===== src/ams_pkg.sv =====
// Constants and types shared by the mode switch register bank.
// Assumes a single 100 MHz clock domain; pins are synchronised inside the register bank.
package ams_pkg;

  // ********************
  // Register offsets
  // ********************
  localparam logic [7:0] ADDR_GEN      = 8'h0A;
  localparam logic [7:0] ADDR_EQ01     = 8'h10;
  localparam logic [7:0] ADDR_EQ23     = 8'h11;
  localparam logic [7:0] ADDR_SNOOP    = 8'h12;
  localparam logic [7:0] ADDR_LANE_OFF = 8'h13;

  // ********************
  // Field positions
  // ********************
  localparam int GEN_SWAP_BIT   = 5;
  localparam int GEN_EQSRC_BIT  = 4;
  localparam int GEN_FORCE_BIT  = 3;
  localparam int GEN_FLIP_BIT   = 2;
  localparam int GEN_CFG_HI_BIT = 1;
  localparam int OFF_SNOOP_BIT  = 7;

  // ********************
  // Reset values and encodings
  // ********************
  localparam logic [5:0]  GEN_RESET   = 6'h01;
  localparam logic [15:0] EQ_RESET    = 16'h0000;
  localparam logic [1:0]  CFG_OFF     = 2'h0;
  localparam logic [1:0]  CFG_USB     = 2'h1;
  localparam logic [1:0]  CFG_DP4     = 2'h2;
  localparam logic [1:0]  CFG_DP2_USB = 2'h3;
  localparam logic [1:0]  PWR_ON      = 2'h1;
  localparam logic [19:0] AUX_PWR_ADDR = 20'h0_0600;
  localparam logic [19:0] AUX_CNT_ADDR = 20'h0_0101;
  localparam logic [6:0]  I2C_ADDR_DEF = 7'h44;

  typedef enum logic [2:0] {
    ST_IDLE, ST_ADDR, ST_AACK, ST_WDATA, ST_WACK, ST_RDATA, ST_RACK
  } ams_i2c_st_t;

endpackage


===== src/ams_sync.sv =====
// Two-flop synchroniser, one stage pair per bit.
// Assumes inputs are asynchronous to mclk.
`timescale 1ns/1ns
module ams_sync #(
  parameter int W = 1
) (
  // Clock and reset
  input  wire logic         mclk,
  input  wire logic         rst_n,
  // Data
  input  wire logic [W-1:0] d,
  output logic      [W-1:0] q
);

  typedef struct packed {
    logic [W-1:0] ff1;
    logic [W-1:0] ff2;
  } ams_sync_t;

  ams_sync_t r_reg;
  ams_sync_t r_next;

  always_comb
  begin
    r_next     = r_reg;
    r_next.ff1 = d;
    r_next.ff2 = r_reg.ff1;
  end

  always_ff @(posedge mclk or negedge rst_n)
  begin
    if (!rst_n)
      r_reg <= '0;
    else
      r_reg <= r_next;
  end

  // Only the second stage is seen outside
  genvar g;
  generate
    for (g = 0; g < W; g++)
    begin : g_bit
      assign q[g] = r_reg.ff2[g];
    end
  endgenerate

endmodule


===== src/ams_ctrl_regs.sv =====
// Control and status register bank of the mode switch, reached over I2C.
// Assumes AUX snoop inputs are on mclk; pins are async and synchronised here.
//
// Functional notes
// - Lane config: 00 all off, 01 USB only (reset), 10 four DP, 11 two DP+USB.
// - General register resets to 01h; top two bits read zero, ignore writes.
// - Bit 5 moves hot-plug input to its alternate pin when set.
// - Bit 4 picks equalizer source: straps when 0, registers when 1.
// - Bit 3 forces internal hot-plug status high; else follows the pin.
// - Four-bit EQ per DP lane: 10h lanes 0/1, 11h lanes 2/3, reset 0.
// - With straps as source, EQ fields read back the strap level.
// - With registers as source, written EQ values set lane equalization.
// - Bits 6:5 of 12h capture AUX writes to 600h; read-only, bit 7 zero.
// - Snoop enabled: captured power state switches DP lanes on or off.
// - Bits 4:0 of 12h capture AUX writes to 101h; read-only, reset 0.
// - Snoop enabled: only lanes within captured lane count run.
// - Snoop disabled: lanes follow per-lane off bits only.
// - Captured power state clears when upper config bit falls.
// - Captured lane count clears when upper config bit falls.
// - Reads run sequentially from last sub-address, advancing per byte.
// - Per-lane off bits in 13h act only while snoop disabled.
`timescale 1ns/1ns
module ams_ctrl_regs
  import ams_pkg::*;
#(
  parameter logic [6:0] DEV_ADDR = I2C_ADDR_DEF  // Arbitrary default
) (
  // Clock and reset
  input  wire logic        mclk,
  input  wire logic        rst_n,
  // I2C pins
  input  wire logic        scl,
  input  wire logic        sda_in,
  output logic             sda_out,
  output logic             sda_oe,
  // Board pins
  input  wire logic        hotplug_input_pin,
  input  wire logic        hotplug_input_alt_pin,
  input  wire logic [1:0]  display_eq_straps,
  // AUX snoop from sideband monitor
  input  wire logic        aux_wr_valid,
  input  wire logic [19:0] aux_wr_addr,
  input  wire logic [7:0]  aux_wr_data,
  // Switch controls
  output logic [1:0]       lane_config_select,
  output logic             orientation_select,
  output logic             hotplug_status,
  output logic [15:0]      lane_eq_level,
  output logic [3:0]       lane_enable
);

  // ********************
  // State
  // ********************
  typedef struct packed {
    ams_i2c_st_t st;
    logic [3:0]  cnt;
    logic [7:0]  shreg;
    logic [7:0]  ptr;
    logic        rw;
    logic        have_sub;
    logic        acked;
    logic        scl_q;
    logic        sda_q;
    logic        sda_o;
    logic        sda_oe;
    logic [5:0]  gen;
    logic [15:0] eq;
    logic [1:0]  pwr;
    logic [4:0]  lcnt;
    logic        snoop_dis;
    logic [3:0]  off;
    logic [3:0]  lane_en;
    logic        hp;
  } ams_state_t;

  ams_state_t r_reg;
  ams_state_t r_next;

  logic [5:0] sync_q;
  logic       scl_s;
  logic       sda_s;
  logic       hp_def_s;
  logic       hp_alt_s;
  logic [1:0] strap_s;
  logic [3:0] strap_level;
  logic [3:0] snoop_mask;
  logic [7:0] rd_byte;

  // ********************
  // Pin synchronisers
  // ********************
  ams_sync #(.W(6)) u_sync (
    .mclk  (mclk),
    .rst_n (rst_n),
    .d     ({scl, sda_in, hotplug_input_pin, hotplug_input_alt_pin, display_eq_straps}),
    .q     (sync_q)
  );

  assign {scl_s, sda_s, hp_def_s, hp_alt_s, strap_s} = sync_q;

  // Strap level spread over the 0..12 code range in steps of 4
  assign strap_level = {strap_s, 2'b00};

  function automatic logic [3:0] cnt_mask(input logic [4:0] c);
    cnt_mask = {{2{c >= 5'h04}}, c >= 5'h02, c >= 5'h01};
  endfunction

  function automatic logic [3:0] cfg_mask(input logic [1:0] cfg);
    case (cfg)
      CFG_DP4:     cfg_mask = 4'hF;
      CFG_DP2_USB: cfg_mask = 4'h3;
      default:     cfg_mask = 4'h0;
    endcase
  endfunction

  // Lanes run only when sink is powered, config allows them and count names them
  assign snoop_mask = (r_reg.pwr == PWR_ON) ? (cfg_mask(r_reg.gen[1:0]) & cnt_mask(r_reg.lcnt)) : 4'h0;

  // ********************
  // Register read mux
  // ********************
  always_comb
  begin
    case (r_reg.ptr)
      ADDR_GEN:      rd_byte = {2'b00, r_reg.gen};
      ADDR_EQ01:     rd_byte = r_reg.eq[7:0];
      ADDR_EQ23:     rd_byte = r_reg.eq[15:8];
      ADDR_SNOOP:    rd_byte = {1'b0, r_reg.pwr, r_reg.lcnt};
      ADDR_LANE_OFF: rd_byte = {r_reg.snoop_dis, 3'b000, r_reg.off};
      default:       rd_byte = 8'h00;
    endcase
  end

  // ********************
  // Next state
  // ********************
  always_comb
  begin
    logic start;
    logic stop;
    logic rise;
    logic fall;
    logic wr;
    start   = 1'b0;
    stop    = 1'b0;
    rise    = 1'b0;
    fall    = 1'b0;
    wr      = 1'b0;
    r_next  = r_reg;
    start   = r_reg.scl_q & scl_s & r_reg.sda_q & ~sda_s;
    stop    = r_reg.scl_q & scl_s & ~r_reg.sda_q & sda_s;
    rise    = ~r_reg.scl_q & scl_s;
    fall    = r_reg.scl_q & ~scl_s;
    r_next.scl_q = scl_s;
    r_next.sda_q = sda_s;
    r_next.sda_o = 1'b0;

    // I2C target; repeated start restarts the address phase
    if (start)
    begin
      r_next.st       = ST_ADDR;
      r_next.cnt      = 4'h0;
      r_next.have_sub = 1'b0;
      r_next.sda_oe   = 1'b0;
    end
    else if (stop)
    begin
      r_next.st     = ST_IDLE;
      r_next.sda_oe = 1'b0;
    end
    else if (rise)
    begin
      case (r_reg.st)
        ST_ADDR, ST_WDATA:
        begin
          r_next.shreg = {r_reg.shreg[6:0], sda_s};
          r_next.cnt   = r_reg.cnt + 4'h1;
        end
        ST_RDATA:
          r_next.cnt = r_reg.cnt + 4'h1;
        ST_RACK:
        begin
          r_next.acked = ~sda_s;
          r_next.ptr   = r_reg.ptr + 8'h01;
        end
        default:
          r_next.cnt = r_reg.cnt;
      endcase
    end
    else if (fall)
    begin
      case (r_reg.st)
        ST_ADDR:
        begin
          if (r_reg.cnt == 4'h8)
          begin
            if (r_reg.shreg[7:1] == DEV_ADDR)
            begin
              r_next.rw     = r_reg.shreg[0];
              r_next.sda_oe = 1'b1;
              r_next.st     = ST_AACK;
            end
            else
              r_next.st = ST_IDLE;
          end
        end
        ST_AACK:
        begin
          r_next.cnt = 4'h0;
          if (r_reg.rw)
          begin
            // Read starts at the last sub-address or one past the last byte read or written
            r_next.shreg  = rd_byte;
            r_next.sda_oe = ~rd_byte[7];
            r_next.st     = ST_RDATA;
          end
          else
          begin
            r_next.sda_oe = 1'b0;
            r_next.st     = ST_WDATA;
          end
        end
        ST_WDATA:
        begin
          if (r_reg.cnt == 4'h8)
          begin
            r_next.sda_oe = 1'b1;
            r_next.st     = ST_WACK;
            if (!r_reg.have_sub)
            begin
              r_next.ptr      = r_reg.shreg;
              r_next.have_sub = 1'b1;
            end
            else
            begin
              wr         = 1'b1;
              r_next.ptr = r_reg.ptr + 8'h01;
            end
          end
        end
        ST_WACK:
        begin
          r_next.sda_oe = 1'b0;
          r_next.cnt    = 4'h0;
          r_next.st     = ST_WDATA;
        end
        ST_RDATA:
        begin
          if (r_reg.cnt == 4'h8)
          begin
            r_next.sda_oe = 1'b0;
            r_next.st     = ST_RACK;
          end
          else
            r_next.sda_oe = ~r_reg.shreg[3'h7 - r_reg.cnt[2:0]];
        end
        ST_RACK:
        begin
          r_next.cnt = 4'h0;
          if (r_reg.acked)
          begin
            r_next.shreg  = rd_byte;
            r_next.sda_oe = ~rd_byte[7];
            r_next.st     = ST_RDATA;
          end
          else
          begin
            r_next.sda_oe = 1'b0;
            r_next.st     = ST_IDLE;
          end
        end
        default:
          r_next.st = ST_IDLE;
      endcase
    end

    // Register writes; read-only fields take no write
    if (wr)
    begin
      case (r_reg.ptr)
        ADDR_GEN:  r_next.gen = r_reg.shreg[5:0];
        ADDR_EQ01: r_next.eq[7:0] = r_reg.shreg;
        ADDR_EQ23: r_next.eq[15:8] = r_reg.shreg;
        ADDR_LANE_OFF:
        begin
          r_next.snoop_dis = r_reg.shreg[OFF_SNOOP_BIT];
          r_next.off       = r_reg.shreg[3:0];
        end
        default:
          r_next.gen = r_reg.gen;
      endcase
    end

    // Strap source overwrites any software value every cycle
    if (!r_reg.gen[GEN_EQSRC_BIT])
      r_next.eq = {4{strap_level}};

    // Capture beats the clear so a snoop in the same cycle is kept
    if (r_reg.gen[GEN_CFG_HI_BIT] && !r_next.gen[GEN_CFG_HI_BIT])
    begin
      r_next.pwr  = 2'b00;
      r_next.lcnt = 5'h00;
    end
    if (aux_wr_valid && aux_wr_addr == AUX_PWR_ADDR)
      r_next.pwr = aux_wr_data[1:0];
    if (aux_wr_valid && aux_wr_addr == AUX_CNT_ADDR)
      r_next.lcnt = aux_wr_data[4:0];

    // Lane enables
    if (r_reg.snoop_dis)
      r_next.lane_en = ~r_reg.off;
    else
      r_next.lane_en = snoop_mask;

    // Hot-plug pin choice, then force
    r_next.hp = r_reg.gen[GEN_FORCE_BIT] | (r_reg.gen[GEN_SWAP_BIT] ? hp_alt_s : hp_def_s);
  end

  always_ff @(posedge mclk or negedge rst_n)
  begin
    if (!rst_n)
    begin
      r_reg       <= '0;
      r_reg.st    <= ST_IDLE;
      r_reg.scl_q <= 1'b1;
      r_reg.sda_q <= 1'b1;
      r_reg.gen   <= GEN_RESET;
      r_reg.eq    <= EQ_RESET;
    end
    else
      r_reg <= r_next;
  end

  // ********************
  // Outputs
  // ********************
  assign sda_out            = r_reg.sda_o;
  assign sda_oe             = r_reg.sda_oe;
  assign lane_config_select = r_reg.gen[1:0];
  assign orientation_select = r_reg.gen[GEN_FLIP_BIT];
  assign hotplug_status     = r_reg.hp;
  assign lane_eq_level      = r_reg.eq;
  assign lane_enable        = r_reg.lane_en;

  // ********************
  // Assertions
  // ********************
  property p_gen_top_zero;
    @(posedge mclk) disable iff (!rst_n)
    rd_byte[7:6] == 2'b00 || r_reg.ptr != ADDR_GEN;
  endproperty
  a_gen_top_zero: assert property (p_gen_top_zero) else $error("General reg top bits not zero");

  property p_force_high;
    @(posedge mclk) disable iff (!rst_n)
    r_reg.gen[GEN_FORCE_BIT] |=> hotplug_status;
  endproperty
  a_force_high: assert property (p_force_high) else $error("Hot-plug force ignored");

  property p_swap_pin;
    @(posedge mclk) disable iff (!rst_n)
    !r_reg.gen[GEN_FORCE_BIT] && r_reg.gen[GEN_SWAP_BIT] |=> hotplug_status == $past(hp_alt_s);
  endproperty
  a_swap_pin: assert property (p_swap_pin) else $error("Hot-plug swap pin wrong");

  property p_strap_eq;
    @(posedge mclk) disable iff (!rst_n)
    !r_reg.gen[GEN_EQSRC_BIT] |=> lane_eq_level == {4{$past(strap_level)}};
  endproperty
  a_strap_eq: assert property (p_strap_eq) else $error("EQ not following straps");

  property p_pwr_capture;
    @(posedge mclk) disable iff (!rst_n)
    aux_wr_valid && aux_wr_addr == AUX_PWR_ADDR |=> r_reg.pwr == $past(aux_wr_data[1:0]);
  endproperty
  a_pwr_capture: assert property (p_pwr_capture) else $error("Power state not captured");

  property p_cfg_fall_clear;
    @(posedge mclk) disable iff (!rst_n)
    r_reg.gen[GEN_CFG_HI_BIT] && !r_next.gen[GEN_CFG_HI_BIT] && !aux_wr_valid
    |=> r_reg.pwr == 2'b00 && r_reg.lcnt == 5'h00;
  endproperty
  a_cfg_fall_clear: assert property (p_cfg_fall_clear) else $error("Snoop fields not cleared");

  property p_snoop_lanes;
    @(posedge mclk) disable iff (!rst_n)
    !r_reg.snoop_dis ##1 !r_reg.snoop_dis |-> lane_enable == $past(snoop_mask);
  endproperty
  a_snoop_lanes: assert property (p_snoop_lanes) else $error("Snooped lane enables wrong");

  property p_off_bits;
    @(posedge mclk) disable iff (!rst_n)
    r_reg.snoop_dis |=> lane_enable == ~$past(r_reg.off);
  endproperty
  a_off_bits: assert property (p_off_bits) else $error("Lane off bits ignored");

  property p_no_drive_idle;
    @(posedge mclk) disable iff (!rst_n)
    r_reg.st == ST_IDLE |=> !sda_oe || $past(r_reg.st) != ST_IDLE;
  endproperty
  a_no_drive_idle: assert property (p_no_drive_idle) else $error("SDA driven while idle");

  property p_no_dp_lanes;
    @(posedge mclk) disable iff (!rst_n)
    !r_reg.snoop_dis && !r_reg.gen[GEN_CFG_HI_BIT] |=> lane_enable == 4'h0;
  endproperty
  a_no_dp_lanes: assert property (p_no_dp_lanes) else $error("DP lanes on in off or USB config");

endmodule


===== config.mk =====
export PLATFORM = sky130hd
export DESIGN_NAME = ams_ctrl_regs
export DESIGN_NICKNAME = d
export VERILOG_FILES = /design/src/ams_pkg.sv /design/src/ams_sync.sv /design/src/ams_ctrl_regs.sv
export SDC_FILE = /design/constraint.sdc
export NUM_CORES = 1
export LEC_CHECK = 0
export CORE_ASPECT_RATIO = 1.4
export CORE_MARGIN = 5
export CORE_UTILIZATION = 55
export CTS_BUF_LIST = sky130_fd_sc_hd__clkbuf_4 sky130_fd_sc_hd__clkbuf_8
export DETAILED_ROUTE_END_ITERATION = 10
export DONT_BUFFER_PORTS = 1
export PLACE_DENSITY = 0.8
export SLEW_MARGIN = 20
export SYNTH_ARGS = -nofsm -noshare
export SYNTH_HDL_FRONTEND = slang
export SYNTH_HIERARCHICAL = 1
export SYNTH_SLANG_ARGS = --single-unit

===== constraint.sdc =====
create_clock -name mclk -period 4.7 [get_ports mclk]
set_input_delay 0.94 -clock mclk [delete_from_list [all_inputs] [get_ports mclk]]
set_output_delay 0.94 -clock mclk [all_outputs]
set_load 0.005 [all_outputs]

* Yosys cells after proc, flatten, opt, wreduce, memory -nomap -nowiden
Cells that the tools add are included.
** Word-level totals
- Register bits after elaboration :: 80
- Output and inout bits :: 26
** Operators by class
- $add $sub $neg :: 3
- Order comparisons :: 4
- Equality and inequality tests :: 33
- Muxes and demuxes :: 64
- Bitwise gates (word level) :: 19
- Reduce and logical (&&, ||, !) cells :: 32
** Operators by type and width (number)
- 8-bit two-way mux :: 9
- 8-bit one-hot mux with 5 select lines :: 1
- 8-bit by 5-bit equality test with 1-bit output (second input constant) :: 4
- 1-bit two-way mux :: 26
- 25-bit two-way mux :: 1
- 23-bit two-way mux :: 1
- 3-bit two-way mux :: 7
- 20-bit by 11-bit equality test with 1-bit output (second input constant) :: 1
- 20-bit by 9-bit equality test with 1-bit output (second input constant) :: 1
- 20-bit two-way mux :: 1
- 18-bit two-way mux :: 1
- 3-bit one-hot mux with 6 select lines :: 1
- 16-bit two-way mux :: 1
- 4-bit two-way mux :: 4
- 4-bit inequality test (second input constant) :: 4
- 8-bit one-hot mux with 2 select lines :: 1
- 2-bit nonzero test :: 8
- 7-bit two-way mux :: 2
- 7-bit AND reduction :: 2
- 3-bit inequality test (second input constant) :: 4
- 6-bit AND reduction :: 2
- 3-bit nonzero test :: 4
- 2-bit by 1-bit inequality test with 1-bit output (second input constant) :: 5
- 5-bit AND reduction :: 2
- 33 further kinds :: 62

* Logic depth before layout (Yosys ltp)
Gate-level depths: netlist of run 1.
- Depth after elaboration :: 12
- Mapped depth :: 9
- Depth with buffers taken out :: 7

* Modules after synthesis
The synthesis of run 1 kept the hierarchy.
** By module, submodules not included
- ams_ctrl_regs :: times used 1, cells an instance 411, area an instance 4072.7 um^2, sequential area each 1705.4 um^2
- ams_sync :: times used 1, cells an instance 12, area an instance 300.3 um^2, sequential area each 300.3 um^2

* Worst setup path after synthesis of run 1
Ideal clock, no wire load.
- Path type :: input -> register
- From :: in aux_wr_addr[4]
- To :: reg r_reg[10] (netlist name)
- Arrival :: 2.276 ns
- Required time :: 4.634 ns
- Slack :: 2.359 ns
- Stages on the path :: 4
- Cell sequence :: or4_1 -> or3_1 -> nor2_1 -> a22o_1
** On the way
- Word-level cells in the longest chain between the ends :: 3
- Elaborated cells on any way between the ends :: 4
- Classes of those cells :: eq/ne: 1; mux: 1; reduce/logical: 2
** Ends and longest elaborated chain
- start, declared :: line ams_ctrl_regs.sv:42 : input wire logic [19:0] aux_wr_addr,
- 20-bit by 9-bit equality test with 1-bit output * :: line ams_ctrl_regs.sv:307 : if (aux_wr_valid && aux_wr_addr == AUX_CNT_ADDR)
- 1-bit logical AND * :: line ams_ctrl_regs.sv:307
- 5-bit two-way mux or 2-bit nonzero test (tied branches)
- end signal, assigned :: line ams_ctrl_regs.sv:332 : r_reg <= r_next;
- end, declared :: line ams_ctrl_regs.sv:77 : ams_state_t r_reg;
Every way passes the cells marked *; elsewhere a longest branch is shown, timed or not.
A chain may end at the register's enable or synchronous reset.

* Worst setup path in the final report of run 1
- From :: reg r_reg[42] (netlist name)
- To :: reg r_reg[5] (netlist name)
** On the way
- Word-level cells in the longest chain between the ends :: 6
- Elaborated cells on any way between the ends :: 13
- Classes of those cells :: mux: 4; bitwise: 8; reduce/logical: 1
** Ends and longest elaborated chain
- 1-bit bitwise AND, or another cell as far along :: line ams_ctrl_regs.sv:154 : fall = r_reg.scl_q & ~scl_s;
- 1-bit two-way mux, or another cell as far along :: line ams_ctrl_regs.sv:191 : else if (fall)
- 1-bit two-way mux or 1-bit bitwise AND (tied branches) :: line ams_ctrl_regs.sv:172, ams_ctrl_regs.sv:152
- 1-bit two-way mux :: line ams_ctrl_regs.sv:167 : else if (stop)
- 1-bit two-way mux * :: line ams_ctrl_regs.sv:160 : if (start)
- 2-bit AND reduction (no source line) *
Marked as above.

==> results of run 1 <==
## per-stage QoR
step | setup slack (ns) | hold slack [ns] | utilization
finish | 1.85 | 0.257 | 0.575
CTS | 1.84 | 0.250 | 0.575
global route | 1.74 | 0.239 | 0.575
floorplan | 2.36 | 0.331 | -
global placement | 1.94 | 0.332 | 0.547
detailed placement | 1.85 | 0.336 | 0.547
## layer usage
metal | part of all wire | wire (um) | vias to the layer above | GRT usage
met3 | 0.058 | 578 | 29 | 0.0526
met1 | 0.39 | 3960 | 1610 | 0.257
met5 | 0 | 0 | - | 0
li1 | - | - | 1467 | -
met2 | 0.52 | 5210 | 113 | 0.353
met4 | 0.029 | 293 | 0 | 0.102
## cells by family after synthesis
group                      synth area share
adders and majority gates            0.0315
AOI/OAI and AO/OA                     0.166
buffers and inverters                0.0704
muxes                                 0.103
and+or+nand+nor                       0.167
DFF                                   0.459
xor gates and xnor gates            0.00200
other                              0.000858
## cell usage in the layout (no fill, tap or decap), types with 4 or more instances in the layout
cell type and n:
dfrtp_1 77, nor2b_1 14, o31ai_1 4, nand3_1 11, inv_1 14, mux2i_1 18, a21oi_1 25, o22ai_1 4
nand2_1 23, nor3_1 9, nand2b_1 4, nor4_1 8, and3_1 4, clkbuf_8 11, nor2_1 24, a22oi_1 13
or3_1 4, a22o_1 8, o21ai_0 26, a222oi_1 5, mux2_2 19, ha_1 11
## layout make-up
cell class                 count  area (um2)
multi-input combinational    287        2060
clock inverter                 5        62.6
tap                          100         125
sequential                    80        2010
fill                         624        3290
inverter                      14        52.6
clock buffer                  11         151
## synth_stat cells (all sizes together), types with 4 or more instances
cell type,instances
a21oi,26
nor4,9
nand2b,4
ha,11
a22o,8
nand2,23
nor2,25
o22ai,4
mux2,22
nand3,12
o21ai,27
and3,5
clkbuf,16
nand4,4
buf,26
nor2b,14
dfrtp,77
a22oi,13
a222oi,5
or3,4
nor3,10
inv,14
o31ai,5
mux2i,18
## worst paths after layout
| kind | startpoint | end | slack [ns] |
|---|---|---|---|
| min in group mclk | u_sync/r_next[5]$_DFF_PN0_ | u_sync/q[5]$_DFF_PN0_ | 0.35 |
| max in group asynchronous | rst_n | lane_config_select[0]$_DFFE_PN1P_ | 4.23 |
| worst max register to register | r_reg[42]$_DFF_PN1_ | r_reg[5]$_DFFE_PN0P_ | 1.85 |
| worst max-delay path | r_reg[42]$_DFF_PN1_ | r_reg[5]$_DFFE_PN0P_ | 1.85 |
| worst min-delay path | rst_n | r_reg[43]$_DFFE_PN0P_ | 0.26 |
| worst min register to register | u_sync/r_next[5]$_DFF_PN0_ | u_sync/q[5]$_DFF_PN0_ | 0.35 |
## power groups by stage
stage	sequential [W]	clock, W	combinational (W)
6_report	0.000730	0.000541	0.0000608
5_1_grt	0.000733	0.000576	0.0000682
2_1_floorplan	0.000727	0	0.0000628
4_1_cts	0.000729	0.000544	0.0000602
3_3_place_gp	0.000742	0	0.0000571
3_5_place_dp	0.000742	0	0.0000603
==> flow_summary.toml, run 1 <==
[synth]
synthCells = 423
synth.top_cell.area_share = 0.441
synth_top_flop_cell = "dfrtp_1"
yosys-top-cells-area = "dfrtp_1, mux2_2, mux2i_1"
synth.distinct_cells = 66
syn-num-nets = 471
ys_ff_latch = 80
syn-cell-area_um2 = 4370
synth_edf_count = 0
yosys_warnings = 6
avgSynthCellArea_um2 = 10.3
synth-async-reset-ratio = 1.00
yosys.area.top_type = "dfrtp_1"
ys_seq_area_frac = 0.459

[routing]
routed_via_density = 6.48
drt-total-wl_um = 10000
wire_per_inst_um = 20.2
dr.pass1.iters = 7
first_iter_violations = 443
vias = 3219
antenna_left = 0
drc = 0

[floorplanning]
die_w_um = 85.4
die_h_um = 116
initial_core_util = 0.564
num_io_pins = 63
rows = 38
core_area_um2 = 7750
die_area_um2 = 9860

[timing]
max_freq_mhz = 351
setup-tns-final_ns = 0
final.min_clock_period_ns = 2.85
finalSetupViolations = 0
fin_crit_sh = 0.606
rsz0062_at_grt = "no"
worst_slew_pin_slew_ns = 0.579
max-slew-margin-rel = 0.611
skew_ns = 0.0133
timing.final.hold_violations = 0
slew_violations = 0

[global_route]
grt_pass1_vias = 3137
gr-total-overflow = 0
grt_pass1_wl_um = 16300
grt_max_degree = 81
antenna_found_initial = 0
grt_usage = 0.212

[power]
sequentialPowerShare = 0.548
static-leakage-power_nw = 1.97
p_switching_w = 0.000325
powerDensity_nw_per_um2 = 299
pwr-share-clk = 0.406
pwr-share-comb = 0.046
totalPowerFinal_w = 0.00133
ir_drop_uv = 275
swShare = 0.244
p_int_w = 0.00101

[setup_path]
required_ns = 4.95
crit_chain = "inv_1, ha_1, nand2b_1, nor4_4, nand4_2, mux2_1"
crit_type = "reg2reg"
cp.arrival_ns = 3.10
crit_slowest_cell = "nor4_4"
endpoint_kind = "flop"
rr_worst_depth = 6
crit_cells = 6
worst_path_largest_cell_delay_ns = 0.62
worst-path-buf-inv = 1
path_max_fanout = 16
critPathTopFamily = "simple AND/OR/NAND/NOR gates"
critPathLaunchType = "flop"

[finish]
fin_cells = 497
drive_gt1_frac = 0.141
syn_to_final_growth_pct = 1.92
n_antenna_cell = 0
stdcell_area_um2 = 4460
nNetsFinal = 440
largest_register_ff_count = 43

[placed_design]
port_buffers = 0
hpwl_um = 7120
dpl.cell_count = 481
place_area_um2 = 4240
gp_congestion = 0.943

[cts]
cts_hold_buf = 0
clkTransAtPathRegs_ns = 0.09
post_cts_resized = 0
cts-root-buf = "clkbuf_8"
clk_path_buf_depth = 2
cts_sinks = 80
cts_buffers = 9
postCtsSetupBuffers = 0
cts_tree = "built"
clock_latency_ns = 0.37
cts-htree-levels = 3

[run]
max_cap_viol_count = 0

[worst_hold_path]
hold_class = "in2async"

[outcome]
status = "completed"
No activity file was read; power rests on OpenSTA's default activity.
==> run 2, diff against run 1 <==
==> constraint.sdc (replaced) <==
create_clock -name mclk -period 2.97 [get_ports mclk]
set_input_delay 0.594 -clock mclk [delete_from_list [all_inputs] [get_ports mclk]]
set_output_delay 0.594 -clock mclk [all_outputs]
set_load 0.005 [all_outputs]
==> flow_summary.toml, run 2 (synthesis gave the netlist of run 1 again) <==
[setup_path]
r2r-end = "r_reg[46]$_DFFE_PN0P_"
ff2ff_setup_slack_ns = 0.39
path_max_fanout = 16
critPathLaunchType = "flop"
rr_worst_depth = 8
crit_type = "reg2reg"
endpoint_kind = "flop"
cp.arrival_ns = 2.82
startpoint = "r_reg[42]$_DFF_PN1_"
r2r-start = "r_reg[42]$_DFF_PN1_"
required_ns = 3.21

[cts]
cts_sinks = 80
clock_latency_ns = 0.37
clk_path_buf_depth = 2
cts-root-buf = "clkbuf_8"
clkTransAtPathRegs_ns = 0.09
cts-htree-levels = 3
cts_tree = "built"
post_cts_resized = 0
cts_buffers = 9

[floorplanning]
die_h_um = 116
die_w_um = 85.4
initial_core_util = 0.564
num_io_pins = 63
die_area_um2 = 9860
rows = 38
core_area_um2 = 7750

[timing]
setup_slack_ns = 0.394
finalSetupViolations = 0
worst_slew_pin_slew_ns = 0.596
setup-tns-final_ns = 0
max-slew-margin-rel = 0.602
slew_violations = 0
fin_crit_sh = 0.867
skew_ns = 0.00961
hold_ws_ns = 0.0554
rsz0062_at_grt = "no"
timing.final.hold_violations = 0
max_freq_mhz = 388
final.min_clock_period_ns = 2.58

[finish]
syn_to_final_growth_pct = 2.63
layout_commonest_cell = "dfrtp_1"
fill_cells = 641
multi_input_area_um2 = 2060
ff_latch_area_um2 = 2010
fin_util = 0.579
n_antenna_cell = 0
drive_gt1_frac = 0.145
largest_register_ff_count = 43
nNetsFinal = 442
layout_common_cells = "dfrtp_1, o21ai_0, a21oi_1"

[power]
static-leakage-power_nw = 1.99
sequentialPowerShare = 0.539
ir_drop_uv = 372
swShare = 0.268
pwr-share-clk = 0.404
pwr-share-comb = 0.056
p_int_w = 0.00157
p_switching_w = 0.000573
powerDensity_nw_per_um2 = 477

[routing]
routed_via_density = 6.55
vias = 3269
first_iter_violations = 483
dr.pass1.iters = 5
antenna_left = 0
drc = 0
drt-total-wl_um = 10300
wire_per_inst_um = 20.6

[run]
max_cap_viol_count = 0

[global_route]
grt_pass1_wl_um = 16500
grt_usage = 0.216
grt_max_degree = 78
antenna_found_initial = 0
gr-total-overflow = 0
grt_pass1_vias = 3178

[placed_design]
pre_cts_ws_ns = 0.420
gp_congestion = 0.934
hpwl_um = 7050
port_buffers = 0

[outcome]
status = "completed"

[worst_hold_path]
hold_class = "in2async"
## run 2: worst max-delay path by stage
| stage | endpoint | slack, ns | cells past startpoint |
|---|---|---|---|
| detailed placement | lane_eq_level[11]$_DFFE_PN0P_ | 0.42 | 7 |
| CTS | lane_eq_level[11]$_DFFE_PN0P_ | 0.41 | 7 |
| finish | r_reg[46]$_DFFE_PN0P_ | 0.39 | 8 |
| floorplan | r_reg[38]$_DFFE_PN0P_ | 0.65 | 7 |
| global placement | r_reg[46]$_DFFE_PN0P_ | 0.47 | 8 |
| global route | r_reg[51]$_DFFE_PN0P_ | 0.20 | 8 |
## run 2: worst max-delay path: stages, from the launching register on
cell      delay (ns)
dfstp_2         0.57
inv_1           0.05
ha_1            0.20
buf_4           0.19
or3b_2          0.47
o22ai_1         0.14
nand3_1         0.39
a221oi_1        0.37
a21oi_1         0.08
## run 2: final cells by class
type,instances,area share
inverters,14,0.0117
clock inverters,7,0.0192
clock buffers,9,0.0276
flip-flops and latches,80,0.447
well taps,100,0.0279
repair buffers,2,0.00781
multi-input cells,287,0.459
## run 2: timing repair
item                                   in CTS  in global routing
setup buffers                               0                  0
endpoints found under the hold margin      77                  0
hold buffers                                1                  0
## run 2: metal layers
metal | share of wire | track usage | vias to the layer above
met3 | 0.059 | 0.0477 | 25
li1 | - | - | 1467
met2 | 0.52 | 0.359 | 127
met5 | 0 | 0 | -
met1 | 0.40 | 0.272 | 1650
met4 | 0.022 | 0.0908 | 0
## run 2: power by group through the flow
| stage | registers [W] | logic, W | clock network [W] |
|---|---|---|---|
| floorplan | 0.00115 | 0.0000994 | 0 |
| global placement | 0.00117 | 0.0000912 | 0 |
| detailed placement | 0.00118 | 0.0000957 | 0 |
| CTS | 0.00115 | 0.000121 | 0.000873 |
| global route | 0.00116 | 0.000137 | 0.000922 |
| finish | 0.00115 | 0.000121 | 0.000865 |
## run 2: per-stage QoR
stage          cell area, um2  power (W)  std cells
2_1_floorplan            4370    0.00125        423
3_5_place_dp             4250    0.00127        482
4_1_cts                  4490    0.00215        499
3_3_place_gp             4250    0.00126        482
6_report                 4490    0.00214        499
5_1_grt                  4490    0.00222        499
==> run 3, diff against run 2 <==
--- a/config.mk
+++ b/config.mk
@@ -15,5 +15,4 @@
 export SLEW_MARGIN = 20
 export SYNTH_ARGS = -nofsm -noshare
 export SYNTH_HDL_FRONTEND = slang
-export SYNTH_HIERARCHICAL = 1
 export SYNTH_SLANG_ARGS = --single-unit
==> flow_summary.toml, run 3 <==
[setup_path]
path_max_fanout = 9
cp.arrival_ns = 2.85
endpoint_kind = "flop"
crit_chain = "inv_1, ha_1, and4bb_2, nor4b_4, and3_1, mux2_2"
required_ns = 3.23
crit_slowest_cell = "dfrtp_1"
crit_type = "reg2reg"
critPathLaunchType = "flop"
worst_path_largest_cell_delay_ns = 0.45

[placed_design]
gp_congestion = 0.901
place_area_um2 = 4360
port_buffers = 0
hpwl_um = 7810

[global_route]
use_met1 = 0.259
gr-total-overflow = 0
antenna_found_initial = 0
grt_pass1_wl_um = 17900
use_met3 = 0.0602
grt_max_degree = 78
grt_busiest_layer = "met2"
grt_pass1_vias = 3574
grt_usage = 0.232
grt_util_met2 = 0.397

[timing]
max_freq_mhz = 386
skew_ns = 0.0105
rsz0062_at_grt = "no"
max-slew-margin-rel = 0.575
slew_violations = 0
setup-tns-final_ns = 0
fin_crit_sh = 0.873
finalSetupViolations = 0
hold_ws_ns = 0.0555
worst_slew_pin_slew_ns = 0.637
final.min_clock_period_ns = 2.59
timing.final.hold_violations = 0

[finish]
nNetsFinal = 456
stdcell_area_um2 = 4590
syn_to_final_growth_pct = 1.55
n_antenna_cell = 0
layout_common_cells = "dfrtp_1, nand2_1, a21oi_1"
drive_gt1_frac = 0.143
largest_register_ff_count = 43
fill_cells = 704
layout_commonest_cell = "dfrtp_1"
multi_input_area_um2 = 2130
ff_latch_area_um2 = 2010

[synth]
ys_ff_latch = 80
syn-num-nets = 485
synthCells = 438
synth-async-reset-ratio = 1.00
synth_edf_count = 0
ys_seq_area_frac = 0.444
yosys-top-cells-area = "dfrtp_1, buf_4, mux2i_1"
avgSynthCellArea_um2 = 10.3
syn-cell-area_um2 = 4520
yosys.area.top_type = "dfrtp_1"
synth.distinct_cells = 79
synthTopCellsByCount = "dfrtp_1, nand2_1, a21oi_1"
synth.most_common_cell = "dfrtp_1"
yosys_warnings = 0
synth.top_cell.area_share = 0.427
synth_top_flop_cell = "dfrtp_1"

[power]
swShare = 0.296
p_switching_w = 0.000704
powerDensity_nw_per_um2 = 519
sequentialPowerShare = 0.553
p_int_w = 0.00167
ir_drop_uv = 456
pwr-share-clk = 0.341
pwr-share-comb = 0.105
static-leakage-power_nw = 2.02

[floorplanning]
die_h_um = 117
rows = 39
num_io_pins = 63
initial_core_util = 0.557
die_w_um = 86.6
core_area_um2 = 8100
die_area_um2 = 10100

[routing]
wire_per_inst_um = 21.1
vias = 3467
dr.pass1.iters = 7
routed_via_density = 6.72
first_iter_violations = 378
antenna_left = 0
drt-total-wl_um = 10900
drc = 0

[outcome]
status = "completed"

[cts]
cts_tree = "built"
clock_latency_ns = 0.37
clk_path_buf_depth = 2
cts_sinks = 80
postCtsSetupBuffers = 0
cts-root-buf = "clkbuf_8"
clkTransAtPathRegs_ns = 0.09
cts_buffers = 9
cts-htree-levels = 3

[run]
max_cap_viol_count = 0

[worst_hold_path]
hold_class = "in2async"
==> run 3: cell count changes after synthesis, moves of 4 or more <==
cell	delta
nor2_1	-4
a22oi_1	-4
o21ai_0	-11
clkbuf_1	-6
nand3_1	+4
a31oi_1	+5
nand2_1	+6
a22o_1	-5
o22ai_1	+6
mux2_2	-5
==> run 3: power by group through the flow <==
stage	Sequential, W	Combinational [W]	Clock [W]
after detailed placement	0.00133	0.000225	0
after global placement	0.00132	0.000211	0
final	0.00132	0.000250	0.000812
after global routing	0.00132	0.000281	0.000879
after CTS	0.00131	0.000251	0.000826
after floorplan	0.00123	0.000241	0
==> run 3: kinds of logic after synthesis <==
group | after synthesis | synth area share
other cells | 1 | 0.000830
simple gates | 140 | 0.190
compound gates | 109 | 0.164
xor+xnor | 2 | 0.00388
buf+inv | 62 | 0.0845
flops | 80 | 0.444
fa+ha+maj | 10 | 0.0277
mux | 34 | 0.0848
==> run 3: per-layer routing <==
metal / share of wire / vias to the layer above
li1: - / 1535
met1: 0.36 / 1717
met2: 0.51 / 171
met3: 0.077 / 44
met4: 0.050 / 0
met5: 0 / -
==> run 3: path summary, 6_finish.rpt <==
kind	start	end	slack, ns	depth (start not counted)
setup / recovery	r_reg[46]$_DFFE_PN0P_	r_reg[36]$_DFFE_PN0P_	0.38	6
hold / removal	rst_n	r_reg[41]$_DFF_PN1_	0.06	0
setup reg to reg	r_reg[46]$_DFFE_PN0P_	r_reg[36]$_DFFE_PN0P_	0.38	6
hold reg to reg	u_sync.r_next[3]$_DFF_PN0_	u_sync.q[3]$_DFF_PN0_	0.36	0
max in group asynchronous	rst_n	sda_oe$_DFFE_PN0P_	2.54	1
min in group mclk	display_eq_straps[0]	u_sync.r_next[0]$_DFF_PN0_	0.24	0
==> run 3: final cells by class <==
class | instances | area share
well taps | 102 | 0.0278
clock buffers | 9 | 0.0270
flip-flops and latches | 80 | 0.437
repair buffers | 5 | 0.0126
clock inverters | 7 | 0.0172
inverters | 17 | 0.0139
multi-input cells | 296 | 0.464
==> run 3: per-stage QoR <==
stage / total power (W) / cells / setup WS (ns) / utilization
2_1_floorplan: 0.00147 / 438 / 0.698 / -
5_1_grt: 0.00248 / 516 / 0.235 / 0.566
3_5_place_dp: 0.00155 / 499 / 0.419 / 0.538
6_report: 0.00238 / 516 / 0.378 / 0.566
3_3_place_gp: 0.00154 / 499 / 0.473 / 0.538
4_1_cts: 0.00239 / 516 / 0.407 / 0.566
==> run 3: repair_timing <==
item | CTS | global route
hold buffers | 1 | 0
resized for setup | 0 | 0
endpoints found under the hold margin | 77 | 0
==> run 3: critical path, delay by kind of cell (launching register included) <==
kind,cells,cell delay [ns]
fa+ha+maj,1,0.38
mux,1,0.38
flops,1,0.45
simple gates,3,1.15
buf+inv,1,0.12
